### src/osc_monitor_pkg.sv
package osc_monitor_pkg;

  // ----------------------------------------------------------------
  // Bus geometry and answers
  // ----------------------------------------------------------------
  localparam int ADDR_W = 5;
  localparam int DATA_W = 32;
  localparam logic [1:0] RESP_OKAY = 2'b00;
  localparam logic [1:0] RESP_SLVERR = 2'b10;

  // ----------------------------------------------------------------
  // Register offsets (byte addresses)
  // ----------------------------------------------------------------
  localparam logic [ADDR_W-1:0] CTRL_OFS = 5'h00;
  localparam logic [ADDR_W-1:0] STATUS_OFS = 5'h04;
  localparam logic [ADDR_W-1:0] EVENT_OFS = 5'h08;
  localparam logic [ADDR_W-1:0] MASK_OFS = 5'h0c;
  localparam logic [ADDR_W-1:0] FAILCNT_OFS = 5'h10;

  // ----------------------------------------------------------------
  // Control fields
  // ----------------------------------------------------------------
  localparam int CTRL_MON_EN_BIT = 0;
  localparam int CTRL_SELF_EN_BIT = 1;
  localparam int CTRL_LOWPWR_BIT = 2;
  localparam int CTRL_W = 3;
  localparam logic [CTRL_W-1:0] CTRL_RESET = 3'h3;

  // ----------------------------------------------------------------
  // Status fields
  // ----------------------------------------------------------------
  localparam int STAT_OSC_TYPE_BIT = 0;
  localparam int STAT_SELF_CLK_BIT = 1;
  localparam int STAT_FAIL_BIT = 2;
  localparam int STAT_AMP_LOW_BIT = 3;
  localparam int STAT_W = 4;

  // ----------------------------------------------------------------
  // Event and mask fields
  // ----------------------------------------------------------------
  localparam int EV_SELF_CHANGE_BIT = 0;
  localparam int EV_MON_RESET_BIT = 1;
  localparam int EV_W = 2;
  localparam logic [EV_W-1:0] EV_RESET = 2'h0;
  localparam logic [EV_W-1:0] MASK_RESET = 2'h0;

  // ----------------------------------------------------------------
  // Monitor timing
  // ----------------------------------------------------------------
  localparam int TIMEOUT_TICKS = 16;
  localparam int FAILCNT_W = 8;

  typedef enum logic {
    OSC_COLPITTS,
    OSC_PIERCE
  } osc_kind_type;

  typedef enum {
    ST_REF_CLOCK,
    ST_SELF_CLOCK
  } clk_src_type;

endpackage : osc_monitor_pkg

### src/clock_monitor_if.sv
`timescale 1ns/1ps
interface clock_monitor_if;
  logic enable;
  logic ref_edge;
  logic rc_tick;
  logic fail;

  modport ctrl (
    output enable,
    output ref_edge,
    output rc_tick,
    input fail
  );

  modport mon (
    input enable,
    input ref_edge,
    input rc_tick,
    output fail
  );
endinterface : clock_monitor_if

### src/osc_select_and_clock_monitor.sv
// Overview of operation
// - The oscillator type input is sampled throughout reset and the value at release is held.
// - A held type of 0 picks the amplitude-limited oscillator, 1 the full-swing/external one.
// - The reference clock is a buffered copy of the crystal input; the logic itself runs on aclk.
// - The amplitude-limited oscillator runs low amplitude in low-power mode, else normal.
// - Missing reference edges for the whole timeout window declare a monitor failure.
// - A failure always enters self-clock mode; with its enable clear it also requests reset.
// - No failure is reported while disabled or while reference edges keep arriving.
// - The monitor works only while the clock-monitor enable bit is set.
// - A failure can raise an interrupt via self-clock mode or a reset via the reset path.
// - Entering or leaving self-clock mode sets a change flag, cleared by writing one or by reading the event register.
// - A monitor reset forces both enables to one and enters self-clock mode at once.
`timescale 1ns/1ps
module osc_select_and_clock_monitor #(
  parameter int TIMEOUT = osc_monitor_pkg::TIMEOUT_TICKS
) (
  input wire logic aclk,
  input wire logic aresetn,
  input wire logic [osc_monitor_pkg::ADDR_W-1:0] s_axi_awaddr,
  input wire logic [2:0] s_axi_awprot,
  input wire logic s_axi_awvalid,
  output logic s_axi_awready,
  input wire logic [osc_monitor_pkg::DATA_W-1:0] s_axi_wdata,
  input wire logic [3:0] s_axi_wstrb,
  input wire logic s_axi_wvalid,
  output logic s_axi_wready,
  output logic [1:0] s_axi_bresp,
  output logic s_axi_bvalid,
  input wire logic s_axi_bready,
  input wire logic [osc_monitor_pkg::ADDR_W-1:0] s_axi_araddr,
  input wire logic [2:0] s_axi_arprot,
  input wire logic s_axi_arvalid,
  output logic s_axi_arready,
  output logic [osc_monitor_pkg::DATA_W-1:0] s_axi_rdata,
  output logic [1:0] s_axi_rresp,
  output logic s_axi_rvalid,
  input wire logic s_axi_rready,
  input wire logic osc_type_select,
  input wire logic crystal_input,
  input wire logic rc_osc_in,
  output logic osc_ref_clock,
  output logic colpitts_select,
  output logic pierce_select,
  output logic amplitude_low,
  output logic self_clock_mode,
  output logic system_reset_req,
  output logic irq
);
  import osc_monitor_pkg::*;

  // ----------------------------------------------------------------
  // Pin synchronisers
  // ----------------------------------------------------------------
  logic sel_meta_q;
  logic sel_sync_q;
  logic xtal_meta_q;
  logic xtal_sync_q;
  logic xtal_prev_q;
  logic rc_meta_q;
  logic rc_sync_q;
  logic rc_prev_q;

  // Left out of reset: the select strap must still be followed during reset
  always_ff @(posedge aclk) begin
    sel_meta_q <= osc_type_select;
    sel_sync_q <= sel_meta_q;
    xtal_meta_q <= crystal_input;
    xtal_sync_q <= xtal_meta_q;
    rc_meta_q <= rc_osc_in;
    rc_sync_q <= rc_meta_q;
  end

  always_ff @(posedge aclk) begin
    if (!aresetn) begin
      // Follow the pins in reset so release shows no false edge
      xtal_prev_q <= xtal_sync_q;
      rc_prev_q <= rc_sync_q;
    end else begin
      xtal_prev_q <= xtal_sync_q;
      rc_prev_q <= rc_sync_q;
    end
  end

  wire ref_rise = xtal_sync_q && !xtal_prev_q;
  wire rc_rise = rc_sync_q && !rc_prev_q;

  // ----------------------------------------------------------------
  // Oscillator type strap
  // ----------------------------------------------------------------
  osc_kind_type osc_kind_q;

  // Sampled every cycle of reset, so the last sample is the one at release
  always_ff @(posedge aclk) begin
    if (!aresetn) begin
      osc_kind_q <= sel_sync_q ? OSC_PIERCE : OSC_COLPITTS;
    end
  end

  wire is_colpitts = (osc_kind_q == OSC_COLPITTS);

  // ----------------------------------------------------------------
  // Control and interrupt registers
  // ----------------------------------------------------------------
  logic [CTRL_W-1:0] ctrl_q;
  logic [CTRL_W-1:0] ctrl_d;
  logic [EV_W-1:0] event_q;
  logic [EV_W-1:0] event_d;
  logic [EV_W-1:0] mask_q;
  logic [EV_W-1:0] mask_d;
  logic [FAILCNT_W-1:0] failcnt_q;
  logic [FAILCNT_W-1:0] failcnt_d;

  wire mon_en = ctrl_q[CTRL_MON_EN_BIT];
  wire self_en = ctrl_q[CTRL_SELF_EN_BIT];
  wire low_power = ctrl_q[CTRL_LOWPWR_BIT];

  // ----------------------------------------------------------------
  // Clock monitor
  // ----------------------------------------------------------------
  clock_monitor_if mon_bus ();

  assign mon_bus.enable = mon_en;
  assign mon_bus.ref_edge = ref_rise;
  assign mon_bus.rc_tick = rc_rise;

  clock_monitor #(
    .TIMEOUT(TIMEOUT)
  ) u_monitor (
    .aclk(aclk),
    .aresetn(aresetn),
    .bus(mon_bus.mon)
  );

  wire mon_fail = mon_bus.fail;

  // ----------------------------------------------------------------
  // Self-clock mode sequencing
  // ----------------------------------------------------------------
  clk_src_type src_q;
  clk_src_type src_d;
  logic rst_req_q;
  logic fail_prev_q;

  wire fail_rise = mon_fail && !fail_prev_q;
  wire mon_reset = fail_rise && !self_en;

  always_comb begin
    src_d = src_q;
    unique case (src_q)
      ST_REF_CLOCK: begin
        if (mon_fail) begin
          src_d = ST_SELF_CLOCK;
        end
      end
      ST_SELF_CLOCK: begin
        if (!mon_fail) begin
          src_d = ST_REF_CLOCK;
        end
      end
    endcase
  end

  wire src_change = (src_d != src_q);

  always_ff @(posedge aclk) begin
    if (!aresetn) begin
      src_q <= ST_REF_CLOCK;
      rst_req_q <= 1'b0;
      fail_prev_q <= 1'b0;
    end else begin
      src_q <= src_d;
      rst_req_q <= mon_reset;
      fail_prev_q <= mon_fail;
    end
  end

  // ----------------------------------------------------------------
  // AXI4-Lite slave: write path
  // ----------------------------------------------------------------
  logic bvalid_q;
  logic [1:0] bresp_q;
  logic rvalid_q;
  logic [1:0] rresp_q;
  logic [DATA_W-1:0] rdata_q;

  // Address and data are taken together, whichever arrived first waits
  wire wr_take = s_axi_awvalid && s_axi_wvalid && !bvalid_q;
  wire [ADDR_W-1:0] wr_addr = {s_axi_awaddr[ADDR_W-1:2], 2'b00};
  wire wr_lane0 = wr_take && s_axi_wstrb[0];
  wire wr_ctrl = wr_lane0 && (wr_addr == CTRL_OFS);
  wire wr_event = wr_lane0 && (wr_addr == EVENT_OFS);
  wire wr_mask = wr_lane0 && (wr_addr == MASK_OFS);
  wire wr_failcnt = wr_lane0 && (wr_addr == FAILCNT_OFS);
  wire wr_hit = (wr_addr == CTRL_OFS) || (wr_addr == EVENT_OFS) ||
                (wr_addr == MASK_OFS) || (wr_addr == FAILCNT_OFS) ||
                (wr_addr == STATUS_OFS);

  assign s_axi_awready = wr_take;
  assign s_axi_wready = wr_take;

  // ----------------------------------------------------------------
  // AXI4-Lite slave: read path
  // ----------------------------------------------------------------
  wire rd_take = s_axi_arvalid && !rvalid_q;
  wire [ADDR_W-1:0] rd_addr = {s_axi_araddr[ADDR_W-1:2], 2'b00};
  wire rd_event = rd_take && (rd_addr == EVENT_OFS);

  wire [STAT_W-1:0] status_word = {amplitude_low, mon_fail,
                                   (src_q == ST_SELF_CLOCK), !is_colpitts};

  wire rd_hit = (rd_addr == CTRL_OFS) || (rd_addr == STATUS_OFS) ||
                (rd_addr == EVENT_OFS) || (rd_addr == MASK_OFS) ||
                (rd_addr == FAILCNT_OFS);

  wire [DATA_W-1:0] rd_word =
    (rd_addr == CTRL_OFS) ? {{(DATA_W-CTRL_W){1'b0}}, ctrl_q} :
    (rd_addr == STATUS_OFS) ? {{(DATA_W-STAT_W){1'b0}}, status_word} :
    (rd_addr == EVENT_OFS) ? {{(DATA_W-EV_W){1'b0}}, event_q} :
    (rd_addr == MASK_OFS) ? {{(DATA_W-EV_W){1'b0}}, mask_q} :
    (rd_addr == FAILCNT_OFS) ? {{(DATA_W-FAILCNT_W){1'b0}}, failcnt_q} :
    {DATA_W{1'b0}};

  assign s_axi_arready = rd_take;

  // ----------------------------------------------------------------
  // Register next values
  // ----------------------------------------------------------------
  wire [EV_W-1:0] ev_set = {mon_reset, src_change};
  wire [EV_W-1:0] ev_w1c = wr_event ? s_axi_wdata[EV_W-1:0] : {EV_W{1'b0}};
  wire [EV_W-1:0] ev_rdclr = rd_event ? {EV_W{1'b1}} : {EV_W{1'b0}};

  // Monitor reset overrides software so both enables come back set
  assign ctrl_d = mon_reset ? (ctrl_q | CTRL_RESET) :
                  wr_ctrl ? s_axi_wdata[CTRL_W-1:0] : ctrl_q;

  // A hardware set in the same cycle as a clear is kept
  assign event_d = (event_q & ~(ev_w1c | ev_rdclr)) | ev_set;
  assign mask_d = wr_mask ? s_axi_wdata[EV_W-1:0] : mask_q;

  assign failcnt_d = wr_failcnt ? {FAILCNT_W{1'b0}} :
                     (fail_rise && (failcnt_q != {FAILCNT_W{1'b1}})) ?
                     failcnt_q + FAILCNT_W'(1) : failcnt_q;

  always_ff @(posedge aclk) begin
    if (!aresetn) begin
      ctrl_q <= CTRL_RESET;
      event_q <= EV_RESET;
      mask_q <= MASK_RESET;
      failcnt_q <= '0;
    end else begin
      ctrl_q <= ctrl_d;
      event_q <= event_d;
      mask_q <= mask_d;
      failcnt_q <= failcnt_d;
    end
  end

  // ----------------------------------------------------------------
  // Bus answers
  // ----------------------------------------------------------------
  always_ff @(posedge aclk) begin
    if (!aresetn) begin
      bvalid_q <= 1'b0;
      bresp_q <= RESP_OKAY;
    end else if (wr_take) begin
      bvalid_q <= 1'b1;
      bresp_q <= wr_hit ? RESP_OKAY : RESP_SLVERR;
    end else if (s_axi_bready) begin
      bvalid_q <= 1'b0;
    end
  end

  always_ff @(posedge aclk) begin
    if (!aresetn) begin
      rvalid_q <= 1'b0;
      rresp_q <= RESP_OKAY;
      rdata_q <= '0;
    end else if (rd_take) begin
      rvalid_q <= 1'b1;
      rresp_q <= rd_hit ? RESP_OKAY : RESP_SLVERR;
      rdata_q <= rd_word;
    end else if (s_axi_rready) begin
      rvalid_q <= 1'b0;
    end
  end

  assign s_axi_bvalid = bvalid_q;
  assign s_axi_bresp = bresp_q;
  assign s_axi_rvalid = rvalid_q;
  assign s_axi_rresp = rresp_q;
  assign s_axi_rdata = rdata_q;

  // ----------------------------------------------------------------
  // Clock and oscillator outputs
  // ----------------------------------------------------------------
  logic ref_q;
  logic colp_q;
  logic amp_low_q;
  logic irq_q;

  always_ff @(posedge aclk) begin
    if (!aresetn) begin
      ref_q <= 1'b0;
      colp_q <= 1'b0;
      amp_low_q <= 1'b0;
      irq_q <= 1'b0;
    end else begin
      ref_q <= xtal_sync_q;
      colp_q <= is_colpitts;
      amp_low_q <= is_colpitts && low_power;
      irq_q <= |(event_d & mask_d);
    end
  end

  // Sampled copy only; the analog buffer itself sits outside this logic
  assign osc_ref_clock = ref_q;
  assign colpitts_select = colp_q;
  assign pierce_select = !colp_q;
  assign amplitude_low = amp_low_q;
  assign self_clock_mode = (src_q == ST_SELF_CLOCK);
  assign system_reset_req = rst_req_q;
  assign irq = irq_q;

endmodule : osc_select_and_clock_monitor

### src/clock_monitor.sv
`timescale 1ns/1ps
module clock_monitor #(
  parameter int TIMEOUT = osc_monitor_pkg::TIMEOUT_TICKS
) (
  input wire logic aclk,
  input wire logic aresetn,
  clock_monitor_if.mon bus
);
  import osc_monitor_pkg::*;

  localparam int CNT_W = $clog2(TIMEOUT + 1);
  localparam logic [CNT_W-1:0] TERMINAL = CNT_W'(TIMEOUT);

  logic [CNT_W-1:0] count_q;
  logic [CNT_W-1:0] count_d;
  logic fail_q;
  logic at_terminal;

  // ----------------------------------------------------------------
  // Timeout counted in ticks of the independent RC source
  // ----------------------------------------------------------------
  assign at_terminal = (count_q == TERMINAL);
  assign count_d = (!bus.enable || bus.ref_edge) ? '0 :
                   (bus.rc_tick && !at_terminal) ? count_q + CNT_W'(1) : count_q;

  always_ff @(posedge aclk) begin
    if (!aresetn) begin
      count_q <= '0;
      fail_q <= 1'b0;
    end else begin
      count_q <= count_d;
      fail_q <= bus.enable && !bus.ref_edge && (count_d == TERMINAL);
    end
  end

  assign bus.fail = fail_q;

endmodule : clock_monitor

### config.mk
export PLATFORM = sky130hd
export DESIGN_NAME = osc_select_and_clock_monitor
export DESIGN_NICKNAME = d
export VERILOG_FILES = /design/src/osc_monitor_pkg.sv /design/src/clock_monitor_if.sv /design/src/osc_select_and_clock_monitor.sv /design/src/clock_monitor.sv
export SDC_FILE = /design/constraint.sdc
export NUM_CORES = 1
export LEC_CHECK = 0
export BUFFER_PORTS_ARGS = -buffer_cell sky130_fd_sc_hd__buf_2
export CAP_MARGIN = 20
export CORE_MARGIN = 8
export CORE_UTILIZATION = 51
export CTS_BUF_LIST = sky130_fd_sc_hd__clkbuf_4 sky130_fd_sc_hd__clkbuf_8
export CTS_CLUSTER_DIAMETER = 40
export DETAILED_ROUTE_END_ITERATION = 12
export GPL_ROUTABILITY_DRIVEN = 0
export PLACE_DENSITY = 0.81
export REMOVE_ABC_BUFFERS = 1
export SYNTH_ARGS = -nofsm -noshare
export SYNTH_HDL_FRONTEND = slang
export SYNTH_SLANG_ARGS = --single-unit
### constraint.sdc
create_clock -name aclk -period 2.2 [get_ports aclk]
set_input_delay 0.44 -clock aclk [delete_from_list [all_inputs] [get_ports aclk]]
set_output_delay 0.44 -clock aclk [all_outputs]
set_load 0.05 [all_outputs]
==> reports/metrics.csv <==
metric,value,unit
worst slack at placement,267.5,ps
worst-case reg-to-reg path depth,7,
final count of negative-setup-slack endpoints,0,
worst hold start,rc_osc_in,
Non-Filler Instances,446,
post-synthesis async set-or-reset flop share,0,%
buffer type at the clock tree root,sky130_fd_sc_hd__clkbuf_8,
status,finished clean,
worst setup margin,112.8,ps
kind of start point of the critical path,register,
"critical path, cell by cell",nor4_2 -> nand4_1 -> buf_4 -> nor2_4 -> buf_6,
worst r2r src,src_q[21],
global-route wire length before repair,9.232,mm
r2r endpoint,src_q[19],
layout cell share with drive strength beyond 1,26.95,%
Post-CTS Hold Fix Bufs,0,
Die Area,8869,µm²
total number of yosys warnings,0,
iteration-0 DRC count of the detailed router,127,
fraction of power consumed by the clock network,38.6,%
area growth from synthesis to final layout,14.37,%
final critical-path required period,2087,ps
Comb power frac,9.4,%
final critical-path share of the clock period,94.87,%
start-to-end type of the worst setup path,reg -> out,
arrival time reported for the critical path endpoint,1650,ps
sink of the worst hold path,rc_meta_q,
routed wirelength normalized by instance count,13.28,µm
crit path max-delay cell type,sky130_fd_sc_hd__dfxtp_1,
# port buffers,41,
count of different cell masters after synthesis,49,
area of the placeable core,5921,µm²
required time of the critical path,1760,ps
synthesized instance count,318,
Area contributors post-synth,"sky130_fd_sc_hd__dfxtp_1 (51%), sky130_fd_sc_hd__and2_2 (6.5%), sky130_fd_sc_hd__buf_4 (6.5%)",
cell with the most instances after synthesis,sky130_fd_sc_hd__dfxtp_1,
starting density of the core,52.64,%
final routed wirelength across all metal layers,5.925,mm
R2R Setup Slk,160,ps
Die X-Extent,94.18,µm
post-synthesis sequential element count,80,
final count of pins violating max slew,0,
sequential-to-total area share from yosys stat,51.71,%
Max Cap Viol,0,
power share of the sequential group,51.9,%
final setup skew,7.446,ps
Max H-tree Level,3,
Vias,2197,
Post-DP HPWL,4.226,mm
final-report hold violation count,0,
remaining antenna violation count after routing,0,
Slowest Stage Delay on Critical Path,320,ps
Post-Synthesis Cell Area,3117,µm²
synthesized area per cell,9.801,µm²
"EDFF count, synth",1,
boundary pin count,110,
number of buffers and inverters on the critical path,2,
Sw Ratio,25.33,%
clock latency on the worst-skew pair,350,ps
Overall Global Routing Usage,13.28,%
first drt pass iteration count,4,
cell type with the highest aggregate area in the netlist,sky130_fd_sc_hd__dfxtp_1,
dominant register cell in the synthesized netlist,sky130_fd_sc_hd__dfxtp_1,
measured slew at the worst slew-check pin,679.0,ps
Via-to-Cell Ratio,4.926,
number of core rows,28,
depth of the worst hold-timing path,1,
Synth top area share,50.74,%
P_sw,0.7225,mW
leakage dissipation,1.537,nW
largest net degree at the start of global routing,25,
grt ovf,0,
Critical Path Sink Type,output port,
power per cell area,800.3,nW/µm²
max-slew headroom at the worst pin,54.43,%
"Clk pin slew, worst setup/hold paths",70,ps
Remaining DRCs,0,
Max IR drop VDD,0.4325,mV
CTS tree,built,
Antenna Cells,0,
number of sinks handled by clock tree synthesis,80,
internal cell power,2.130,mW
most frequent cells after synthesis,"sky130_fd_sc_hd__dfxtp_1 (79), sky130_fd_sc_hd__nor2_1 (39), sky130_fd_sc_hd__and2_2 (27), sky130_fd_sc_hd__buf_4 (27), sky130_fd_sc_hd__inv_1 (12)",
maximum fanout along the worst path,3,
kind of cell adding the most delay to the critical path,simple AND/OR/NAND/NOR gates,
maximum count of clock buffers along a single path,2,
Hold/Removal Path Class,in -> reg,
count of nets after finishing,431,
setup tns final,0,ps
die extent in y,94.18,µm
number of antenna violations at the first check in global routing,0,
worst setup path startpoint,src_q[21],
vias in the first global route,2072,
placed cell count,429,
number of buffers inserted during clock tree synthesis,9,
upper clock frequency limit,479.1,MHz
## layout by cell type (no fill, tap or decap), types with 3 or more instances in the layout
master                     count
sky130_fd_sc_hd__nor3_1        7
sky130_fd_sc_hd__dfxtp_1      79
sky130_fd_sc_hd__nand2_1      10
sky130_fd_sc_hd__inv_1        12
sky130_fd_sc_hd__nor4_1        4
sky130_fd_sc_hd__nand2b_1      3
sky130_fd_sc_hd__nor4_2        3
sky130_fd_sc_hd__nor2_1       38
sky130_fd_sc_hd__clkbuf_8     11
sky130_fd_sc_hd__a22oi_1       7
sky130_fd_sc_hd__a211oi_1      3
sky130_fd_sc_hd__mux2i_1       6
sky130_fd_sc_hd__nand4_1       5
sky130_fd_sc_hd__buf_2        40
sky130_fd_sc_hd__and2_1        7
sky130_fd_sc_hd__and2_2       27
sky130_fd_sc_hd__buf_4         6
sky130_fd_sc_hd__xnor2_1       6
sky130_fd_sc_hd__o21ai_0       5
sky130_fd_sc_hd__nor2b_1       6
sky130_fd_sc_hd__ha_1          3
sky130_fd_sc_hd__conb_1       26
sky130_fd_sc_hd__a21oi_1       7
sky130_fd_sc_hd__a31oi_1       3
sky130_fd_sc_hd__nand3_1       6
sky130_fd_sc_hd__xor2_1        5
## kinds of logic (layout without fill, tap and decap cells)
| group | Yosys count | count (layout) | share of synthesized area (%) |
|---|---|---|---|
| buffers and inverters | 48 | 76 | 9.153 |
| and+or+nand+nor | 130 | 130 | 23.40 |
| xor gates and xnor gates | 11 | 11 | 3.091 |
| other | 1 | 26 | 0.1203 |
| adders and majority gates | 3 | 3 | 1.204 |
| AOI/OAI and AO/OA | 38 | 38 | 8.672 |
| DFF | 80 | 80 | 51.71 |
| muxes | 7 | 7 | 2.650 |
## routing by layer
layer	part of all wire (%)	GRT usage [%]	vias up
met5	0	0	-
met4	3.0	10.17	0
met3	9.1	3.437	12
met2	42	19.64	87
met1	46	16.11	984
li1	-	-	1114
## layout make-up
cell class / instances / area [µm²]
fill: 495 / 2356
sequential: 80 / 1612
multi-input combinational: 215 / 1340
timing repair buffer: 48 / 267.8
clock buffer: 13 / 166.4
tap: 75 / 93.84
inverter: 12 / 45.04
clock inverter: 3 / 40.04
## per-stage QoR
| step | hold slack [ps] | total power [mW] | util (%) | area, µm² |
|---|---|---|---|---|
| 3_3_place_gp | 312.9 | 1.776 | 55.85 | 3307 |
| 4_1_cts | 173.0 | 2.871 | 59.91 | 3547 |
| 3_5_place_dp | 312.1 | 1.782 | 56.04 | 3318 |
| 2_1_floorplan | 309.6 | 1.717 | - | 2970 |
| 6_report | 188.6 | 2.853 | 60.21 | 3565 |
| 5_1_grt | 171.6 | 2.950 | 60.21 | 3565 |
## power groups by stage
| stage | clock (mW) | combinational, mW | sequential [mW] |
|---|---|---|---|
| global placement | 0 | 0.263 | 1.51 |
| floorplan | 0 | 0.173 | 1.54 |
| global route | 1.18 | 0.284 | 1.48 |
| detailed placement | 0 | 0.268 | 1.51 |
| CTS | 1.12 | 0.268 | 1.48 |
| finish | 1.10 | 0.269 | 1.48 |
## flip-flops by register name (all words and copies together) (netlist names), 2 cells and up
register,count
mask_q,2
ctrl_q,3
failcnt_q,8
event_q,2
s_axi_rdata,8
src_q,32
u_monitor.count_q,5
## worst register-to-register path: stages, from the launching register on
cell and delay, ps:
sky130_fd_sc_hd__dfxtp_1 320, sky130_fd_sc_hd__nor4_2 300, sky130_fd_sc_hd__nand4_1 200, sky130_fd_sc_hd__buf_4 180
sky130_fd_sc_hd__o21a_1 200, sky130_fd_sc_hd__nor3_2 400, sky130_fd_sc_hd__buf_6 230, sky130_fd_sc_hd__and2_2 150
## worst max path at each step
| stage | to | cells after the start |
|---|---|---|
| 4_1_cts | self_clock_mode | 5 |
| 3_3_place_gp | src_q[23] | 5 |
| 3_5_place_dp | src_q[19] | 7 |
| 6_report | self_clock_mode | 5 |
| 5_1_grt | self_clock_mode | 5 |
| 2_1_floorplan | s_axi_awready | 1 |
## repair_timing
| item | CTS | global route |
|---|---|---|
| gates cloned | 0 | 0 |
| gates resized for setup | 4 | 3 |
| setup endpoints to repair | 1 | 25 |
| buffers inserted | 1 | 0 |
| pin swaps | 1 | 3 |
Power figures use the tool's default switching activity.
